`src/verilog/rbs_pkg.sv`:
```
// Constants shared by the branch / bit-set execute block.
// Assumes one 250 MHz clock; each clock is one phase of a four-phase instruction cycle.
// Overview of operation
// - Word with top five bits 11010 is the relative branch; low eleven bits are offset.
// - Branch offset is signed -1024..1023, doubled, added to already advanced PC.
// - Branch target equals the branch's own address plus two plus twice offset.
// - Neither branch nor bit set changes any arithmetic status flag.
// - Top four bits 1000 is bit set: bit select, bank mode, eight-bit file field.
// - Bit set forces the selected bit to one, other bits of the register unchanged.
// - Bank mode zero uses the shared bank; one uses bank select plus file field.
// - Bank mode zero with extended set enabled and file at most 95 uses indexed offset.
// - Prefix 1011 skips the next instruction when the tested bit reads zero.
// - Prefix 1010 skips the next instruction when the tested bit reads one.
// - A skip discards the fetched next instruction and runs a no-op, two cycles total.
package rbs_pkg;
    localparam int PC_W = 21;
    localparam int DADDR_W = 12;
    localparam logic [4:0] OPC_BRANCH = 5'h1A;
    localparam logic [3:0] OPC_BIT_SET = 4'h8;
    localparam logic [3:0] OPC_TEST_CLR = 4'hB;
    localparam logic [3:0] OPC_TEST_SET = 4'hA;
    localparam logic [7:0] ACCESS_SPLIT = 8'h60;
    localparam logic [7:0] INDEX_MAX = 8'h5F;
    localparam logic [3:0] ACCESS_HI_BANK = 4'hF;
    localparam logic [3:0] ACCESS_LO_BANK = 4'h0;
    localparam logic [PC_W-1:0] PC_RESET = 21'h000000;
    localparam logic [PC_W-1:0] PC_STEP = 21'h000002;
    localparam logic [15:0] INSTR_RESET = 16'h0000;
    localparam int OFFS_POS = 0;
    localparam int OFFS_W = 11;
    localparam int FILE_POS = 0;
    localparam int AMODE_POS = 8;
    localparam int BSEL_POS = 9;
    typedef enum logic [1:0] {PH_Q1, PH_Q2, PH_Q3, PH_Q4} rbs_phase_t;
endpackage : rbs_pkg

```
`src/verilog/rbs_bitop_if.sv`:
```
// Carrier between the execute sequencer and the bit operator.
// Assumes purely combinational use inside one clock domain.
interface rbs_bitop_if;
    logic [7:0] din;
    logic [2:0] sel;
    logic [7:0] dout;
    logic bit_val;
    modport calc (input din, input sel, output dout, output bit_val);
    modport user (output din, output sel, input dout, input bit_val);
endinterface : rbs_bitop_if

```
`src/verilog/rbs_bitop.sv`:
```
// Bit operator: sets one bit of a byte and reports its old value.
// Assumes the caller holds operand stable while reading results.
module rbs_bitop (
    rbs_bitop_if.calc b
);
    import rbs_pkg::*;
    logic [7:0] mask;
    always_comb begin
        mask = 8'h01 << b.sel;
        b.dout = b.din | mask;
        b.bit_val = |(b.din & mask);
    end
endmodule : rbs_bitop

```
`src/verilog/rbs_exec.sv`:
```
// Execute sequencer for the relative branch, bit set and the two bit-test-skip words.
// Assumes instr_i holds the word at fetch_addr_o and dmem_rdata_i answers dmem_addr_o in the same clock.
module rbs_exec (
    input wire logic sys_clk_i,
    input wire logic rst_i,
    input wire logic [15:0] instr_i,
    input wire logic [7:0] dmem_rdata_i,
    input wire logic [3:0] bank_select_register_i,
    input wire logic ext_en_i,
    input wire logic [rbs_pkg::DADDR_W-1:0] idx_base_i,
    output logic [rbs_pkg::PC_W-1:0] fetch_addr_o,
    output logic [rbs_pkg::DADDR_W-1:0] dmem_addr_o,
    output logic dmem_rd_o,
    output logic dmem_we_o,
    output logic [7:0] dmem_wdata_o,
    output logic flags_we_o
);
    import rbs_pkg::*;

    rbs_phase_t ph_q;
    logic [PC_W-1:0] pc_q;
    logic [PC_W-1:0] ir_addr_q;
    logic [15:0] ir_q;
    logic ir_valid_q;
    logic [DADDR_W-1:0] addr_q;
    logic rd_q;
    logic we_q;
    logic [7:0] wdata_q;
    logic [7:0] data_q;

    logic is_branch, is_bit_set, is_test_clr, is_test_set, is_mem;
    logic [7:0] ffield;
    logic amode;
    logic [PC_W-1:0] offs2;
    logic [DADDR_W-1:0] ea;
    logic skip_take;

    rbs_bitop_if bop ();
    rbs_bitop u_bitop (.b(bop));

    always_comb begin
        ffield = ir_q[FILE_POS +: 8];
        amode = ir_q[AMODE_POS];
        is_branch = ir_valid_q && (ir_q[15:11] == OPC_BRANCH);
        is_bit_set = ir_valid_q && (ir_q[15:12] == OPC_BIT_SET);
        is_test_clr = ir_valid_q && (ir_q[15:12] == OPC_TEST_CLR);
        is_test_set = ir_valid_q && (ir_q[15:12] == OPC_TEST_SET);
        is_mem = is_bit_set || is_test_clr || is_test_set;
        // Sign-extended offset times two
        offs2 = {{(PC_W-OFFS_W-1){ir_q[OFFS_POS+OFFS_W-1]}}, ir_q[OFFS_POS +: OFFS_W], 1'b0};
    end

    // Operand address: banked, indexed literal offset, or shared bank
    always_comb begin
        if (amode) begin
            ea = {bank_select_register_i, ffield};
        end else if (ext_en_i && (ffield <= INDEX_MAX)) begin
            ea = idx_base_i + {4'h0, ffield};
        end else if (ffield < ACCESS_SPLIT) begin
            ea = {ACCESS_LO_BANK, ffield};
        end else begin
            ea = {ACCESS_HI_BANK, ffield};
        end
    end

    always_comb begin
        bop.din = data_q;
        bop.sel = ir_q[BSEL_POS +: 3];
        skip_take = (is_test_clr && !bop.bit_val) || (is_test_set && bop.bit_val);
    end

    always_ff @(posedge sys_clk_i or posedge rst_i) begin
        if (rst_i) begin
            ph_q <= PH_Q1;
        end else begin
            unique case (ph_q)
                PH_Q1: ph_q <= PH_Q2;
                PH_Q2: ph_q <= PH_Q3;
                PH_Q3: ph_q <= PH_Q4;
                PH_Q4: ph_q <= PH_Q1;
            endcase
        end
    end

    // Fetch at end of each cycle; branch or skip discards the fetched word
    always_ff @(posedge sys_clk_i or posedge rst_i) begin
        if (rst_i) begin
            pc_q <= PC_RESET;
            ir_q <= INSTR_RESET;
            ir_addr_q <= PC_RESET;
            ir_valid_q <= 1'b0;
        end else if (ph_q == PH_Q4) begin
            ir_q <= instr_i;
            ir_addr_q <= pc_q;
            if (is_branch) begin
                pc_q <= pc_q + offs2;
                ir_valid_q <= 1'b0;
            end else begin
                pc_q <= pc_q + PC_STEP;
                ir_valid_q <= !skip_take;
            end
        end
    end

    // Read in phase two, modify in three, write back in four
    always_ff @(posedge sys_clk_i or posedge rst_i) begin
        if (rst_i) begin
            addr_q <= '0;
            rd_q <= 1'b0;
            we_q <= 1'b0;
            wdata_q <= 8'h00;
            data_q <= 8'h00;
        end else begin
            unique case (ph_q)
                PH_Q1: begin
                    rd_q <= is_mem;
                    addr_q <= ea;
                end
                PH_Q2: begin
                    rd_q <= 1'b0;
                    data_q <= dmem_rdata_i;
                end
                PH_Q3: begin
                    we_q <= is_bit_set;
                    wdata_q <= bop.dout;
                end
                PH_Q4: we_q <= 1'b0;
            endcase
        end
    end

    always_ff @(posedge sys_clk_i or posedge rst_i) begin
        if (rst_i) begin
            flags_we_o <= 1'b0;
        end else begin
            flags_we_o <= 1'b0;
        end
    end

    always_comb begin
        fetch_addr_o = pc_q;
        dmem_addr_o = addr_q;
        dmem_rd_o = rd_q;
        dmem_we_o = we_q;
        dmem_wdata_o = wdata_q;
    end
endmodule : rbs_exec

```
`config.mk`:
```
export PLATFORM = sky130hd
export DESIGN_NAME = rbs_exec
export DESIGN_NICKNAME = d
export VERILOG_FILES = /design/src/verilog/rbs_pkg.sv /design/src/verilog/rbs_bitop_if.sv /design/src/verilog/rbs_bitop.sv /design/src/verilog/rbs_exec.sv
export SDC_FILE = /design/constraint.sdc
export NUM_CORES = 1
export LEC_CHECK = 0
export ABC_CLOCK_PERIOD_IN_PS = 3300
export BUFFER_PORTS_ARGS = -buffer_cell sky130_fd_sc_hd__buf_2
export CORE_MARGIN = 2
export CORE_UTILIZATION = 25
export DETAILED_ROUTE_END_ITERATION = 10
export HOLD_SLACK_MARGIN = 0.05
export PLACE_DENSITY = 0.47
export SYNTH_ARGS = -nofsm -noshare
export SYNTH_HDL_FRONTEND = slang
export SYNTH_SLANG_ARGS = --single-unit
```
`constraint.sdc`:
```
create_clock -name sys_clk_i -period 3.3 [get_ports sys_clk_i]
set_clock_uncertainty 0.1 [all_clocks]
set_input_delay 0.165 -clock sys_clk_i [delete_from_list [all_inputs] [get_ports sys_clk_i]]
set_output_delay 0.165 -clock sys_clk_i [all_outputs]
set_load 0.1 [all_outputs]
```
== Word level (Yosys, flattened, before mapping) ==
Cells that the tools add are included.

* Equality and inequality tests: 7
* Muxes and demuxes: 8
* Order comparisons: 2
* Bitwise operators: 2
* Shift-type cells: 1
* $add $sub $neg: 3
* Reduce and logical (&&, ||, !) cells: 16

{| class="wikitable"
|+ Operators by type and width
! cell !! number
|-
| $mux 12 || 3
|-
| $add 21x2->21 const B || 1
|-
| $add 21x21->21 || 1
|-
| $mux 21 || 1
|-
| $add 12x8->12 || 1
|-
| $eq 4x4->1 const B || 3
|-
| $and 8x8->8 || 1
|-
| $le 8x7->1 const B || 1
|-
| $lt 8x7->1 const B || 1
|-
| $or 8x8->8 || 1
|-
| $pmux 2 s4 || 1
|-
| $reduce_or 8->1 || 1
|-
| $shl 1x3->8 const A || 1
|-
| $logic_and 1x1->1 || 7
|-
| $eq 5x5->1 const B || 1
|-
| $eq 2x2->1 const B || 2
|-
| $pmux 1 s2 || 2
|-
| $reduce_bool 2->1 || 2
|-
| $logic_or 1x1->1 || 3
|-
| $eq 2x1->1 const B || 1
|-
| $logic_not 1->1 || 2
|-
| $logic_not 2->1 || 1
|-
| $mux 1 || 1
|}

* Output and inout bits: 44
* Register bits: 70
* Input port bits: 43
* Word-level logic and storage cells: 48

== Depth between registers and ports, before layout ==
Gate-level depths: netlist (run 1).

* Depth in word-level cells: 8
* Gate-level depth with buffers: 12
* Depth with buffers taken out: 11

== Modules after synthesis ==
A second synthesis (run 1) with hierarchy kept.

* Cells, all modules: 434
* Area, all modules: 4,342.9 um^2

{| class="wikitable"
|+ By module, submodules not included
! module !! times used !! area an instance (um^2) !! cells each !! sequential area each (um^2)
|-
| rbs_exec || 1 || 4,176.5 || 415 || 1,726.7
|-
| rbs_bitop || 1 || 166.4 || 19 || 0.0
|}

== Least setup slack after synthesis (run 1) ==
OpenSTA, ideal clock, no wires.

* Path kind: register -> register
* Start: register ir_q[13]
* End: register pc_q[13] (netlist: fetch_addr_o[13])
* Clock period less this slack: 3.154 ns
* Path buffers: 0
* Slack: 0.146 ns
* Data required time: 3.041 ns
* Data arrival time: 2.895 ns
* Library setup time: 0.159 ns
* Stages on the path, launching flop included: 12
* Cells stage by stage: dfrtp_1 > and3b_2 > nand3_1 > or3_1 > ha_1 > fa_1 > a21oi_1 > o21ai_2 > a311oi_4 > nor4b_1 > o21ai_1 > xnor2_1

* Longest elaborated chain between the ends: 3

{| class="wikitable"
|+ Ends and longest elaborated chain
! element !! line !! RTL
|-
| start, declared || rbs_exec.sv:23 || <nowiki>logic [15:0] ir_q;</nowiki>
|-
| start signal, assigned || rbs_exec.sv:93 || <nowiki>ir_q <= instr_i;</nowiki>
|-
| $eq 5x5->1 || rbs_exec.sv:44 || <nowiki>is_branch = ir_valid_q && (ir_q[15:11] == OPC_BRANCH);</nowiki>
|-
| $logic_and 1x1->1 || rbs_exec.sv:44 ||
|-
| $mux 21 || rbs_exec.sv:95 || <nowiki>if (is_branch) begin</nowiki>
|-
| end signal, assigned || rbs_exec.sv:96 || <nowiki>pc_q <= pc_q + offs2;</nowiki>
|-
| end signal, assigned || rbs_exec.sv:99 || <nowiki>pc_q <= pc_q + PC_STEP;</nowiki>
|-
| end, declared || rbs_exec.sv:21 || <nowiki>logic [PC_W-1:0] pc_q;</nowiki>
|}

Every way passes these cells.
A chain may end at the register's enable or synchronous reset.

== Worst setup path in the final report (run 1) ==
* Start: register ir_q[13]
* End: register pc_q[11] (netlist: fetch_addr_o[11])

The elaborated chain is that of the path after synthesis.

==> results of run 1 <==
per-stage QoR:
step	instances	setup slack [ns]	util [%]	total power, mW	instance area, sq um
3_3_place_gp	691	0.165	30.1	2.02	4780
4_1_cts	733	0.0212	33.5	3.00	5320
3_5_place_dp	691	0.0405	30.1	2.03	4780
5_1_grt	735	-0.0151	33.8	3.11	5370
2_1_floorplan	392	0.146	-	1.82	4060
6_report	735	0.159	33.8	2.97	5370
layer usage:
metal / GRT usage [%] / up-vias / wire, um
li1: - / 1658 / -
met1: 16.8 / 1638 / 4990
met2: 20.0 / 76 / 5000
met3: 1.97 / 13 / 325
met4: 5.98 / 0 / 204
met5: 0 / - / 0
layout make-up:
| cell class | count | share of cell area [%] |
|---|---|---|
| Multi-Input combinational cell | 296 | 41.8 |
| Clock buffer | 9 | 4.19 |
| Inverter | 12 | 0.838 |
| Clock inverter | 7 | 1.05 |
| Sequential cell | 69 | 32.1 |
| Tap cell | 216 | 5.03 |
| Timing Repair Buffer | 126 | 14.9 |
worst register-to-register path, delay by kind of cell, from the launching register on:
family / cells / cell delay [ns]
AOI/OAI and AO/OA: 3 / 0.70
xor gates and xnor gates: 2 / 0.29
adders and majority gates: 2 / 0.60
buffers and inverters: 1 / 0.18
DFF: 1 / 0.37
and+or+nand+nor: 4 / 0.79
cells in the mapped netlist, types with 2 or more instances:
library cell and n:
sky130_fd_sc_hd__a211oi_1 3, sky130_fd_sc_hd__a21o_1 3, sky130_fd_sc_hd__a21oi_1 36, sky130_fd_sc_hd__a311o_1 2, sky130_fd_sc_hd__a31o_2 3, sky130_fd_sc_hd__a31oi_1 7, sky130_fd_sc_hd__and2_1 11, sky130_fd_sc_hd__and3_1 5
sky130_fd_sc_hd__buf_1 3, sky130_fd_sc_hd__buf_4 2, sky130_fd_sc_hd__clkbuf_1 8, sky130_fd_sc_hd__dfrtp_1 69, sky130_fd_sc_hd__fa_1 2, sky130_fd_sc_hd__ha_1 22, sky130_fd_sc_hd__inv_1 12, sky130_fd_sc_hd__mux2_2 32
sky130_fd_sc_hd__mux2i_1 7, sky130_fd_sc_hd__mux4_2 2, sky130_fd_sc_hd__nand2_1 20, sky130_fd_sc_hd__nand2b_1 7, sky130_fd_sc_hd__nand3_1 6, sky130_fd_sc_hd__nand3b_1 2, sky130_fd_sc_hd__nand4_1 3, sky130_fd_sc_hd__nor2_1 35
sky130_fd_sc_hd__nor2b_1 5, sky130_fd_sc_hd__nor3_1 8, sky130_fd_sc_hd__nor3b_1 2, sky130_fd_sc_hd__nor4b_1 2, sky130_fd_sc_hd__o21ai_0 12, sky130_fd_sc_hd__o21ai_1 6, sky130_fd_sc_hd__o21bai_1 2, sky130_fd_sc_hd__xnor2_1 20
sky130_fd_sc_hd__xor2_1 6
power groups by stage:
stage               Sequential, mW  Combinational, mW  Clock (mW)
finish                        1.02               1.02       0.926
detailed placement            1.04              0.995           0
global placement              1.04              0.987           0
CTS                           1.02               1.02       0.959
floorplan                     1.52              0.302           0
global route                  1.04               1.08       0.993
how the worst max path moves through the flow:
stage                  start               end  cells after the start  slack [ns]
global route        ir_q[13]  fetch_addr_o[13]                     11       -0.02
finish              ir_q[13]  fetch_addr_o[11]                     12        0.16
floorplan           ir_q[13]  fetch_addr_o[13]                     11        0.15
CTS                 ir_q[13]  fetch_addr_o[13]                     11        0.02
global placement    ir_q[13]  fetch_addr_o[13]                     11        0.17
detailed placement  ir_q[13]  fetch_addr_o[13]                     11        0.04
state kept, by name, summed over array words and instances, names as in the netlist:
register / count
dmem_wdata_o: 8
dmem_we_o: 1
fetch_addr_o: 20
dmem_addr_o: 12
ph_q: 2
ir_q: 16
bop.din: 8
ir_valid_q: 1
dmem_rd_o: 1
timing repair:
| item | CTS | global route |
|---|---|---|
| endpoints found under the setup margin | 0 | 10 |
| hold buffers | 26 | 0 |
| gates resized for setup | 0 | 7 |
| endpoints found under the hold margin | 94 | 0 |
| setup buffers | 0 | 2 |
cell families after synthesis:
kind of cell / Yosys count
flops: 69
buf+inv: 27
simple gates: 113
xor+xnor: 26
mux: 41
fa+ha+maj: 24
compound gates: 90
other cells: 1
==> run summary, run 1 <==
The number of warnings reported in the yosys synthesis log came out at 0. The number of synthesized flops with an enable pin is 0. The internal portion of total power is between 1.5 and 2 mW. The power share of the clock group is 31.2%. In this run, the combinational gates consume approximately a third of the power.

The CTS sink count is a little under 70. In this run the vertical extent of the chip is around 130 um. The highest clock frequency the design can meet came out at ~0.32 GHz. The tree is rooted in a sky130_fd_sc_hd__clkbuf_16. The pin slew with the least headroom to its limit came out at 0.615 ns.

The flip-flop and latch count after synthesis is 69. The number of slew-limit violations in the final report came out at 0. The number of instances in the synthesized netlist is approximately 400. The largest net degree at the start of global routing is 47.

The total buffers and inverters traversed by the critical path came out at 1. The average via count per standard cell is around 4.6. The layout cell share with drive strength beyond 1 came out at about a third. The flow ran to the end, and the final reports show no timing, DRC or antenna violations. The share of synthesized area spent on multiplexers came out at about an eighth. The multi-input gate area in the final layout came out at ~2200 sq um. The critical path is of the flop to flop type. In the final design database the tool counted 581 nets.

The worst hold path begins at bank_select_register_i[3]. The part of the cycle the worst path needs is 95.2%. The die span in x came out at 131 um. Of the total synthesized cell area, the portion taken by AND, OR, NAND and NOR gates is about 14%. The share of flip-flops with an asynchronous set or reset after synthesis came out at 100%. The post-route worst hold slack came out at roughly 0.075 ns.

The fraction of synthesized cell area in xor and xnor cells is between 5 and 6%. The first global-routing pass estimated 17300 um of wire. The accumulated negative setup slack is 0 ns. The die covers 17300 sq um. The core region is ~16000 sq um.

The peak supply drop came out at around 0.24 mV. The launching element type of the critical path is a flop. The clock network latency to the later pin of the worst-skew pair is around 0.34 ns.

The complex-gate fraction of the synthesized area came out at about 15%. The HPWL after detailed placement is roughly 7800 um. The netlist area before placement came out at approximately 4100 sq um.

Walking the worst path, the cells encountered are and3b_2, nand3_2, or3_1, ha_1, fa_2, a21oi_2, o21ai_2, a311oi_4, buf_4, xor2_1, nand2_1, xnor2_1. Global routing used around an eighth of the available tracks. For this run, the leading register cell type out of synthesis is sky130_fd_sc_hd__dfrtp_1. The overall overflow remaining after global route came out at 0. Summing all flip-flop and latch instances after layout gives between 1500 and 2000 sq um. In this run the deepest clock path goes through 2 buffers.

The worst register-to-register path begins at ir_q[13]. The leakage power figure came out at approximately 2.5 nW. The total iterations of the first detailed-routing run is 4. The data required time at the worst endpoint came out at 3.42 ns. In the layout the commonest cells are sky130_fd_sc_hd__buf_2, sky130_fd_sc_hd__dfrtp_1, sky130_fd_sc_hd__a21oi_1.

Measured against its own limit, the worst slew margin works out to between 50% and 60%. The data arrival time at the worst-slack endpoint is 3.26 ns. The total via count in the routed design is 3385. In this run the power density over the cells is ~550 nW/um^2. The port buffer count came out at 84. After detailed routing, the average wire length per cell comes to around 14 um. The path depth of the worst reg2reg path came out at 12. The top cell type by total area after synthesis is sky130_fd_sc_hd__dfrtp_1. In this run the worst path has a maximum fanout of 5. The H-tree level count came out at 3.

The number of global-route vias before repair is approximately 3.4k. The violation count after the first detailed-routing iteration is 194. The reg-to-reg setup timing slack came out at 0.16 ns. By area the synthesized netlist is led by sky130_fd_sc_hd__dfrtp_1, sky130_fd_sc_hd__mux2_2, sky130_fd_sc_hd__ha_1. The layout has roughly 1.7k filler cells. The final setup violation count is 0. The tightest min-delay check is of the input pin to flop type. Routability-driven placement finished with a final weighted congestion of between 0.7 and 0.8.

The total of max-cap violations came out at 0. The initialized floorplan defines between 40 and 50 standard-cell rows. The power dissipated by switching net loads is 1.26 mW.

After clock tree synthesis, the clock-pin slew on the worst setup and hold paths is about 0.060 ns. The number of antenna violations at the first check in global routing came to 0. In this run the critical register-to-register path is captured at fetch_addr_o[11]. The worst setup path is captured at a flop. The hold violation count in the final report came out at 0.

Counting distinct cell types in the post-synthesis netlist gives between 50 and 60. Leaving out fill and tap cells, the most frequent cell in the layout is sky130_fd_sc_hd__buf_2. TritonCTS created 9 clock buffers.

The dominant delay contributor by cell family on the critical path is simple AND/OR/NAND/NOR gates. The share of Yosys cell area claimed by the top area cell type is 42.6%. The fraction of the mapped netlist area in adder cells is a little under 8%. TritonCTS built the clock tree. After synthesis, the largest family of logic cells by area is compound AO/OA/AOI/OAI gates. The total wirelength of the detailed-routed design is 10500 um. The top-level port count came out at slightly below 90. After synthesis, flip-flops and latches occupy 42.6% of the total area. The number of cells on the worst hold path came out at 3. The number of antenna diodes is 0. The final critical delay including setup and external delays came out at ~3.1 ns.

The highest cell delay on the worst timing path came out at between 0.3 and 0.4 ns. The sequential share of power came out at between 30% and 40%. The worst hold path terminates at dmem_addr_o[11]. The growth of design area from synthesis to finish is 32.5%.

Of the total power, the share spent switching nets is between 40% and 50%. The starting utilization of the core area is between 20% and 30%. The average instance in the mapped netlist occupies 10.4 sq um. The cell with the largest stage delay on the worst path is sky130_fd_sc_hd__a311oi_4. For this run, design rule violations remaining after detail routing come to 0.

In this run the remaining antenna-violating nets after routing total 0.
Power figures use the tool's default switching activity.
==> run 2, diff against run 1 <==
--- a/config.mk
+++ b/config.mk
@@ -7,11 +7,11 @@
 export LEC_CHECK = 0
 export ABC_CLOCK_PERIOD_IN_PS = 3300
 export BUFFER_PORTS_ARGS = -buffer_cell sky130_fd_sc_hd__buf_2
-export CORE_MARGIN = 2
-export CORE_UTILIZATION = 25
+export CORE_MARGIN = 5
+export CORE_UTILIZATION = 50
 export DETAILED_ROUTE_END_ITERATION = 10
 export HOLD_SLACK_MARGIN = 0.05
-export PLACE_DENSITY = 0.47
+export PLACE_DENSITY = 0.8
 export SYNTH_ARGS = -nofsm -noshare
 export SYNTH_HDL_FRONTEND = slang
 export SYNTH_SLANG_ARGS = --single-unit
==> run 2 against run 1 <==
Sequential power about the same. Core utilization increased by 32 points. Die area decreased by 42%. Clock power decreased by 26%. Maximum frequency decreased by 0.46%. Sequential share of layout area increased by 1.6 points. Global-route usage increased by 7.9 points. Critical path depth decreased by 1. First-iteration DRC count decreased by 7.2%. Wire length decreased by 4.1%. Cell area decreased by 4.6%. Critical path type unchanged.
==> run summary, run 2 (same netlist as run 1, synthesis figures left out) <==
The worst setup path is launched from a flop. The reg-to-reg setup timing slack came out at 0.14 ns (about the same). The data required time at the worst endpoint came to 3.42 ns (about the same). The post-route core utilization is 65.6% (+32 points). TritonCTS built the clock tree. The first-pass GRT wire length came to 16600 um (-4.4%).

The number of antenna diodes is 0 (unchanged). The growth of design area from synthesis to finish came out at 26.3%. The switching part of the total power is 43.4% (+0.90 points). The area of the die was 10000 sq um (-42%). The final setup violation count is 0 (unchanged).

The layout filler cell count came out at 624 (-63%). The violation count after the first detailed-routing iteration is 180 (-7.2%). The number of remaining DRC errors came out at 0 (unchanged). The H-tree level count is 3 (unchanged). The aggregate global-route resource usage is 20.6% (+7.9 points). The critical setup path kind is flop to flop. STA classifies the critical path endpoint as a flop. The number of buffers created by CTS is 9 (unchanged). The remaining max-slew budget at the tightest pin came out at 40.0% (-19 points). The CTS sink count came out at 69 (unchanged). The total wirelength of the detailed-routed design came out at 10100 um (-4.1%). The part of the total power dissipated in combinational logic came out at 37.6% (+3.2 points).

The detail-routed net length per standard cell came out at 16.3 um (+14%). The tree is rooted in a sky130_fd_sc_hd__clkbuf_8. The worst hold path belongs to the class input pin to flop. The flow ran to the end, and the final reports show no timing, DRC or antenna violations. Traced cell by cell, the critical path runs through and3b_2, nand3_2, or3_1, ha_2, fa_2, a21oi_4, o21ai_2, a311oi_4, nor4b_2, o21ai_1, xnor2_1. The number of global-route vias before repair was 3464 (+3.1%). The total of max-cap violations is 0 (unchanged).

The sequential share of power was 37.3% (+2.9 points). The internal portion of total power is 1.54 mW (-9.6%). The die span in x came out at 100 um (-24%). The area of the core was 7810 sq um (-51%). The multi-input gate area in the final layout came out at 2250 sq um (+0.17%). The largest net degree at the start of global routing is 42 (-11%). The data arrival time at the worst-slack endpoint is 3.28 ns (+0.02 ns).

The total via count in the routed design is 3427 (+1.2%). The count of nets after finishing came out at 577 (-0.69%). The critical hold path startpoint is bank_select_register_i[3]. The library cells used most frequently in the layout, excluding fill and tap cells, are sky130_fd_sc_hd__buf_2, sky130_fd_sc_hd__dfrtp_1, sky130_fd_sc_hd__a21oi_1. The number of cell rows is 32 (-30%). The part of the cycle the worst path needs came to 95.6% (+0.44 points). The number of instances in the placed design was 573 (-17%). The final critical delay including setup and external delays came out at 3.16 ns (+0.0144 ns). The clock transition at the register clock pins on the worst setup and hold paths after CTS came out at 0.08 ns (+0.02 ns). The flip-flop count of the largest register after layout came to 20 (unchanged). The critical register-to-register path startpoint is ir_q[13].

The layout cell share with drive strength beyond 1 is 32.2% (-0.33 points). The average via count per standard cell came out at 5.55 (+21%). The top-level port count was 87 (unchanged).

The maximum fanout along the worst path was 4 (-1). The placer's final routability congestion estimate is 0.831 (+5.3%). The dominant delay contributor by cell family on the critical path is simple AND/OR/NAND/NOR gates. The overall overflow remaining after global route came out at 0 (unchanged). The power dissipated by switching net loads is 1.18 mW (-6.2%).

The pin slew with the least headroom to its limit came out at 0.897 ns (+0.281 ns). The number of antenna violations at the first check in global routing is 0 (unchanged). In this run the worst setup path begins at ir_q[13]. The cell with the largest stage delay on the worst path is sky130_fd_sc_hd__fa_2.

The port buffer count came out at 84 (unchanged). The starting utilization of the core area came out at 51.9% (+26 points). The highest clock frequency the design can meet is 0.317 GHz (-0.46%). The total half-perimeter wirelength after legalization and detailed placement is 7220 um (-7.9%). The maximum root-to-sink buffer count is 2 (unchanged). The highest cell delay on the worst timing path was 0.43 ns (+0.04 ns). The post-route antenna net violation count came out at 0 (unchanged). The power share of the clock group came out at 25.1% (-6.1 points). Leaving out fill and tap cells, the most frequent cell in the layout is sky130_fd_sc_hd__buf_2. The area taken by flip-flops and latches came out at 1730 sq um (unchanged). The clock network latency to the later pin of the worst-skew pair is 0.34 ns (about the same). The final non-filler cell total came out at 617 (-16%). The hold violation count in the final report came out at 0 (unchanged). The power per cell area came to 532 nW/um^2 (-3.7%). The number of slew-limit violations in the final report is 0 (unchanged). The leakage power figure came out at 2.39 nW (-2.6%). The total iterations of the first detailed-routing run came out at 4 (unchanged). The total buffers and inverters traversed by the critical path came out at 0 (-1). The peak supply drop is 0.305 mV (+27%).

The die span in y is 100 um (-24%).
## run 2: cell types whose count changed in the layout (fill, tap and decap cells not counted), moves of 2 or more
cell / before / now
sky130_fd_sc_hd__clkbuf_8: 0 / 13
sky130_fd_sc_hd__clkinv_4: 2 / 0
sky130_fd_sc_hd__clkbuf_16: 9 / 0
sky130_fd_sc_hd__buf_4: 16 / 11
sky130_fd_sc_hd__inv_6: 3 / 0
## run 2: worst paths after layout
check / cells after the start / endpoint
hold reg to reg: 1 / fetch_addr_o[20]
hold / removal: 3 / dmem_addr_o[11]
max in group asynchronous: 4 / dmem_wdata_o[3]
setup reg to reg: 11 / fetch_addr_o[13]
setup / recovery: 11 / fetch_addr_o[13]
min in group asynchronous: 3 / dmem_addr_o[8]
## run 2: tightest hold or removal path, delay by kind of cell
kind,cells,cell delay [ns]
AND/OR/NAND/NOR,1,0.11
AO/OA/AOI/OAI,1,0.13
buffers and inverters,1,0.07
## run 2: power by group through the flow
| stage | clock network [mW] | registers, mW | logic, mW |
|---|---|---|---|
| global route | 0.723 | 1.03 | 1.09 |
| CTS | 0.687 | 1.01 | 1.02 |
| detailed placement | 0 | 1.03 | 0.988 |
| finish | 0.685 | 1.02 | 1.03 |
| global placement | 0 | 1.03 | 0.968 |
| floorplan | 0 | 1.52 | 0.302 |
## run 2: stage by stage
step                setup slack (ns)  hold WS (ns)  TNS [ns]  total power, mW  instance area, sq um
floorplan                      0.146         0.186         0             1.82                  4060
global placement               0.165         0.215         0             1.99                  4610
detailed placement            0.0520         0.226         0             2.02                  4610
CTS                           0.0209        0.0654         0             2.72                  5070
global route                 -0.0211        0.0896   -0.0243             2.84                  5120
finish                         0.144        0.0734         0             2.73                  5120
## run 2: metal layers
metal / routed length [um] / global-route usage, % / up-vias
met1: 4230 / 25.8 / 1656
met2: 5050 / 34.6 / 99
met5: 0 / 0 / -
li1: - / - / 1639
met4: 259 / 8.08 / 0
met3: 548 / 4.45 / 33
## run 2: final cells by class
cell class	instances	area share, %
Clock inverter	2	0.293
Multi-Input combinational cell	296	44.0
Tap cell	102	2.49
Inverter	12	0.879
Clock buffer	14	3.57
Sequential cell	69	33.7
Timing Repair Buffer	122	15.1
## run 2: repair_timing
item                                    4_1_cts  5_1_grt
endpoints found under the hold margin        58        0
buffers inserted                              0        2
endpoints found under the setup margin        0        9
resized for setup                             0        9
hold buffers                                 26        0
==> run 3, diff against run 2 <==
--- a/config.mk
+++ b/config.mk
@@ -5,13 +5,13 @@
 export SDC_FILE = /design/constraint.sdc
 export NUM_CORES = 1
 export LEC_CHECK = 0
-export ABC_CLOCK_PERIOD_IN_PS = 3300
+export ABC_CLOCK_PERIOD_IN_PS = 3100
 export BUFFER_PORTS_ARGS = -buffer_cell sky130_fd_sc_hd__buf_2
 export CORE_MARGIN = 5
-export CORE_UTILIZATION = 50
+export CORE_UTILIZATION = 55
 export DETAILED_ROUTE_END_ITERATION = 10
 export HOLD_SLACK_MARGIN = 0.05
-export PLACE_DENSITY = 0.8
+export PLACE_DENSITY = 0.83
 export SYNTH_ARGS = -nofsm -noshare
 export SYNTH_HDL_FRONTEND = slang
 export SYNTH_SLANG_ARGS = --single-unit
==> constraint.sdc (replaced) <==
create_clock -name sys_clk_i -period 3.1 [get_ports sys_clk_i]
set_clock_uncertainty 0.1 [all_clocks]
set_input_delay 0.155 -clock sys_clk_i [delete_from_list [all_inputs] [get_ports sys_clk_i]]
set_output_delay 0.155 -clock sys_clk_i [all_outputs]
set_load 0.1 [all_outputs]
==> run 3 against run 2 <==
Via count hardly changed. Maximum frequency is 3.2% higher. Wire length is 0.67% higher. Final cell count increased by 0.97%. Sequential power rose by 6%. Flip-flop and latch count unchanged. Clock power increased by 9.1%. Sequential share of layout area down 0.65 points. Count of clock-buffer cells in the layout is 4 lower. Total power is 7.8% higher. Critical path type unchanged. Highest routed layer unchanged.
==> run summary, run 3 (same netlist as run 1, synthesis figures left out) <==
The H-tree level count came out at 3 (unchanged). The power per cell area is 562 nW/um^2 (+5.7%). The detail-routed net length per standard cell came out at 16.3 um (-0.30%). The starting utilization of the core area is 56.2% (+4.3 points). The average via count per standard cell came to 5.50 (-0.91%). The maximum fanout along the worst path came to 5 (+1). The CTS sink count is 69 (unchanged). The maximum root-to-sink buffer count came to 2 (unchanged). The number of buffers created by CTS came to 9 (unchanged). The growth of design area from synthesis to finish came out at 28.8%. The run finished with clean final reports. The highest cell delay on the worst timing path came out at 0.39 ns (-0.04 ns). The final setup violation count came out at 0 (unchanged). The number of remaining DRC errors is 0 (unchanged).

The worst setup path is captured at a flop. The count of nets after finishing came out at 586 (+1.6%). The flip-flop count of the largest register after layout is 20 (unchanged). The most common cell after layout, fill and taps aside is sky130_fd_sc_hd__buf_2. The multi-input gate area in the final layout is 2280 sq um (+1.3%). The data arrival time at the worst-slack endpoint is 3.20 ns (-0.08 ns). The leakage power figure is 2.44 nW (+2.0%). The total power of the final layout came out at 2.94 mW (+7.8%).

The placed standard-cell area is 4660 sq um (+1.0%). The hold violation count in the final report is 0 (unchanged). The area taken by flip-flops and latches came out at 1730 sq um (unchanged). The total half-perimeter wirelength after legalization and detailed placement came out at 7020 um (-2.7%). The total buffers and inverters traversed by the critical path came out at 1 (+1). The aggregate global-route resource usage came to 23.0% (+2.4 points). The number of cell rows came out at 31 (-3.1%).

The total of max-cap violations is 0 (unchanged). The kind of cell with the highest combined delay along the critical path is simple AND/OR/NAND/NOR gates. The post-route antenna net violation count came out at 0 (unchanged). The number of antenna diodes came to 0 (unchanged). For this design, the slowest cell found on the critical path is sky130_fd_sc_hd__fa_2.

The tightest min-delay check is of the input pin to flop type. The final non-filler cell area came out at 5220 sq um (+2.0%). The violation count after the first detailed-routing iteration is 190 (+5.6%). The placer's final routability congestion estimate came to 0.866 (+4.3%). The largest net degree at the start of global routing is 46 (+9.5%).

The worst setup path is launched from a flop. The remaining max-slew budget at the tightest pin is 37.8% (-2.1 points). The area of the core is 7210 sq um (-7.6%). The number of slew-limit violations in the final report is 0 (unchanged).

The layout filler cell count is 523 (-16%). The signal on the critical path passes through and3b_2, nand3_4, or3_4, ha_4, fa_2, a21oi_4, o21ai_4, a311oi_4, buf_6, xor2_1, nand2_1, xnor2_1. The critical setup path kind is flop to flop. The clock transition at the register clock pins on the worst setup and hold paths after CTS was 0.08 ns (about the same). The highest clock frequency the design can meet was 0.327 GHz (+3.2%). The number of antenna violations at the first check in global routing is 0 (unchanged). The port buffer count came out at 84 (unchanged). The clock network latency to the later pin of the worst-skew pair came to 0.35 ns (about the same). TritonCTS built the clock tree.

The data required time at the worst endpoint came out at 3.24 ns (-0.18 ns). The peak supply drop is 0.346 mV (+13%). The first-pass GRT wire length is 16300 um (-1.5%). The part of the cycle the worst path needs is 98.6% (+3.0 points).

The top-level port count is 87 (unchanged). The layout cell share with drive strength beyond 1 is 33.4% (+1.2 points). The top cell types in the final layout, fill and taps aside, are sky130_fd_sc_hd__buf_2, sky130_fd_sc_hd__dfrtp_1, sky130_fd_sc_hd__a21oi_1. The total via count in the routed design is 3429 (+0.058%).

The die span in y is 95.9 um (-4.2%). The pre-CTS worst setup slack came out at -0.0592 ns (-0.111 ns). The area of the die came out at 9190 sq um (-8.2%). The total wirelength of the detailed-routed design was 10200 um (+0.67%). The post-route core utilization was 72.4% (+6.8 points). The overall overflow remaining after global route is 0 (unchanged).

Setup repair after global routing could not meet its margin everywhere. The final critical delay including setup and external delays is 3.06 ns (-0.0978 ns). The pin slew with the least headroom to its limit came out at 0.931 ns (+0.0342 ns). The final setup slack of the worst path came to 0.0420 ns (-0.102 ns). The clock root buffer is sky130_fd_sc_hd__clkbuf_8. The post-route worst hold slack came out at 0.0667 ns (-0.00673 ns).

The number of global-route vias before repair is 3501 (+1.1%). The total iterations of the first detailed-routing run came to 4 (unchanged). The die span in x came out at 95.9 um (-4.2%).
## run 3: cell types whose count changed in the layout (fill, tap and decap cells not counted), sizes merged
cell,previous run,this run
clkinvlp,2,3
dlygate4sd3,26,28
bufinv,0,1
clkinv,0,2
clkbuf,14,10
buf,96,103
## run 3: layout make-up
cell class | count | area share, %
clock buffers | 10 | 2.63
multi-input cells | 296 | 43.7
repair buffers | 131 | 16.2
well taps | 99 | 2.37
inverters | 12 | 0.862
flip-flops and latches | 69 | 33.1
clock inverters | 6 | 1.20
## run 3: per-stage QoR
step	setup TNS, ns	std cells
4_1_cts	0	619
3_5_place_dp	-0.134	575
2_1_floorplan	0	392
3_3_place_gp	0	575
6_report	0	623
5_1_grt	-0.255	623
## run 3: worst paths after layout
check	from	end	slack, ns	cells past startpoint
setup / recovery	ir_q[13]	fetch_addr_o[11]	0.04	12
hold / removal	bank_select_register_i[1]	dmem_addr_o[9]	0.07	4
setup reg to reg	ir_q[13]	fetch_addr_o[11]	0.04	12
hold reg to reg	fetch_addr_o[20]	fetch_addr_o[20]	0.38	1
max in group asynchronous	rst_i	bop.din[6]	1.68	4
min in group asynchronous	rst_i	dmem_addr_o[10]	0.45	3
## run 3: power by group
group	switching, mW	internal, mW
Sequential	0.0897	0.990
Combinational	0.826	0.284
Clock	0.357	0.390
## run 3: tightest hold or removal path: cells and delay by family
family | cells | cell delay (ns)
simple gates | 1 | 0.11
compound gates | 2 | 0.13
buf+inv | 1 | 0.08
## run 3: timing repair
item | 4_1_cts | 5_1_grt
pin swaps | 1 | 5
resized for setup | 3 | 8
hold endpoints to repair | 70 | 0
hold buffers | 28 | 0
buffers inserted | 0 | 4
endpoints found under the setup margin | 9 | 11
## run 3: routing by layer
metal  vias up  share of wire (%)  GRT usage, %
met1      1648                 41          27.9
met4         0                2.4          11.0
met2       104                 51          38.9
met3        19                5.5          4.85
met5         -                  0             0
li1       1658                  -             -
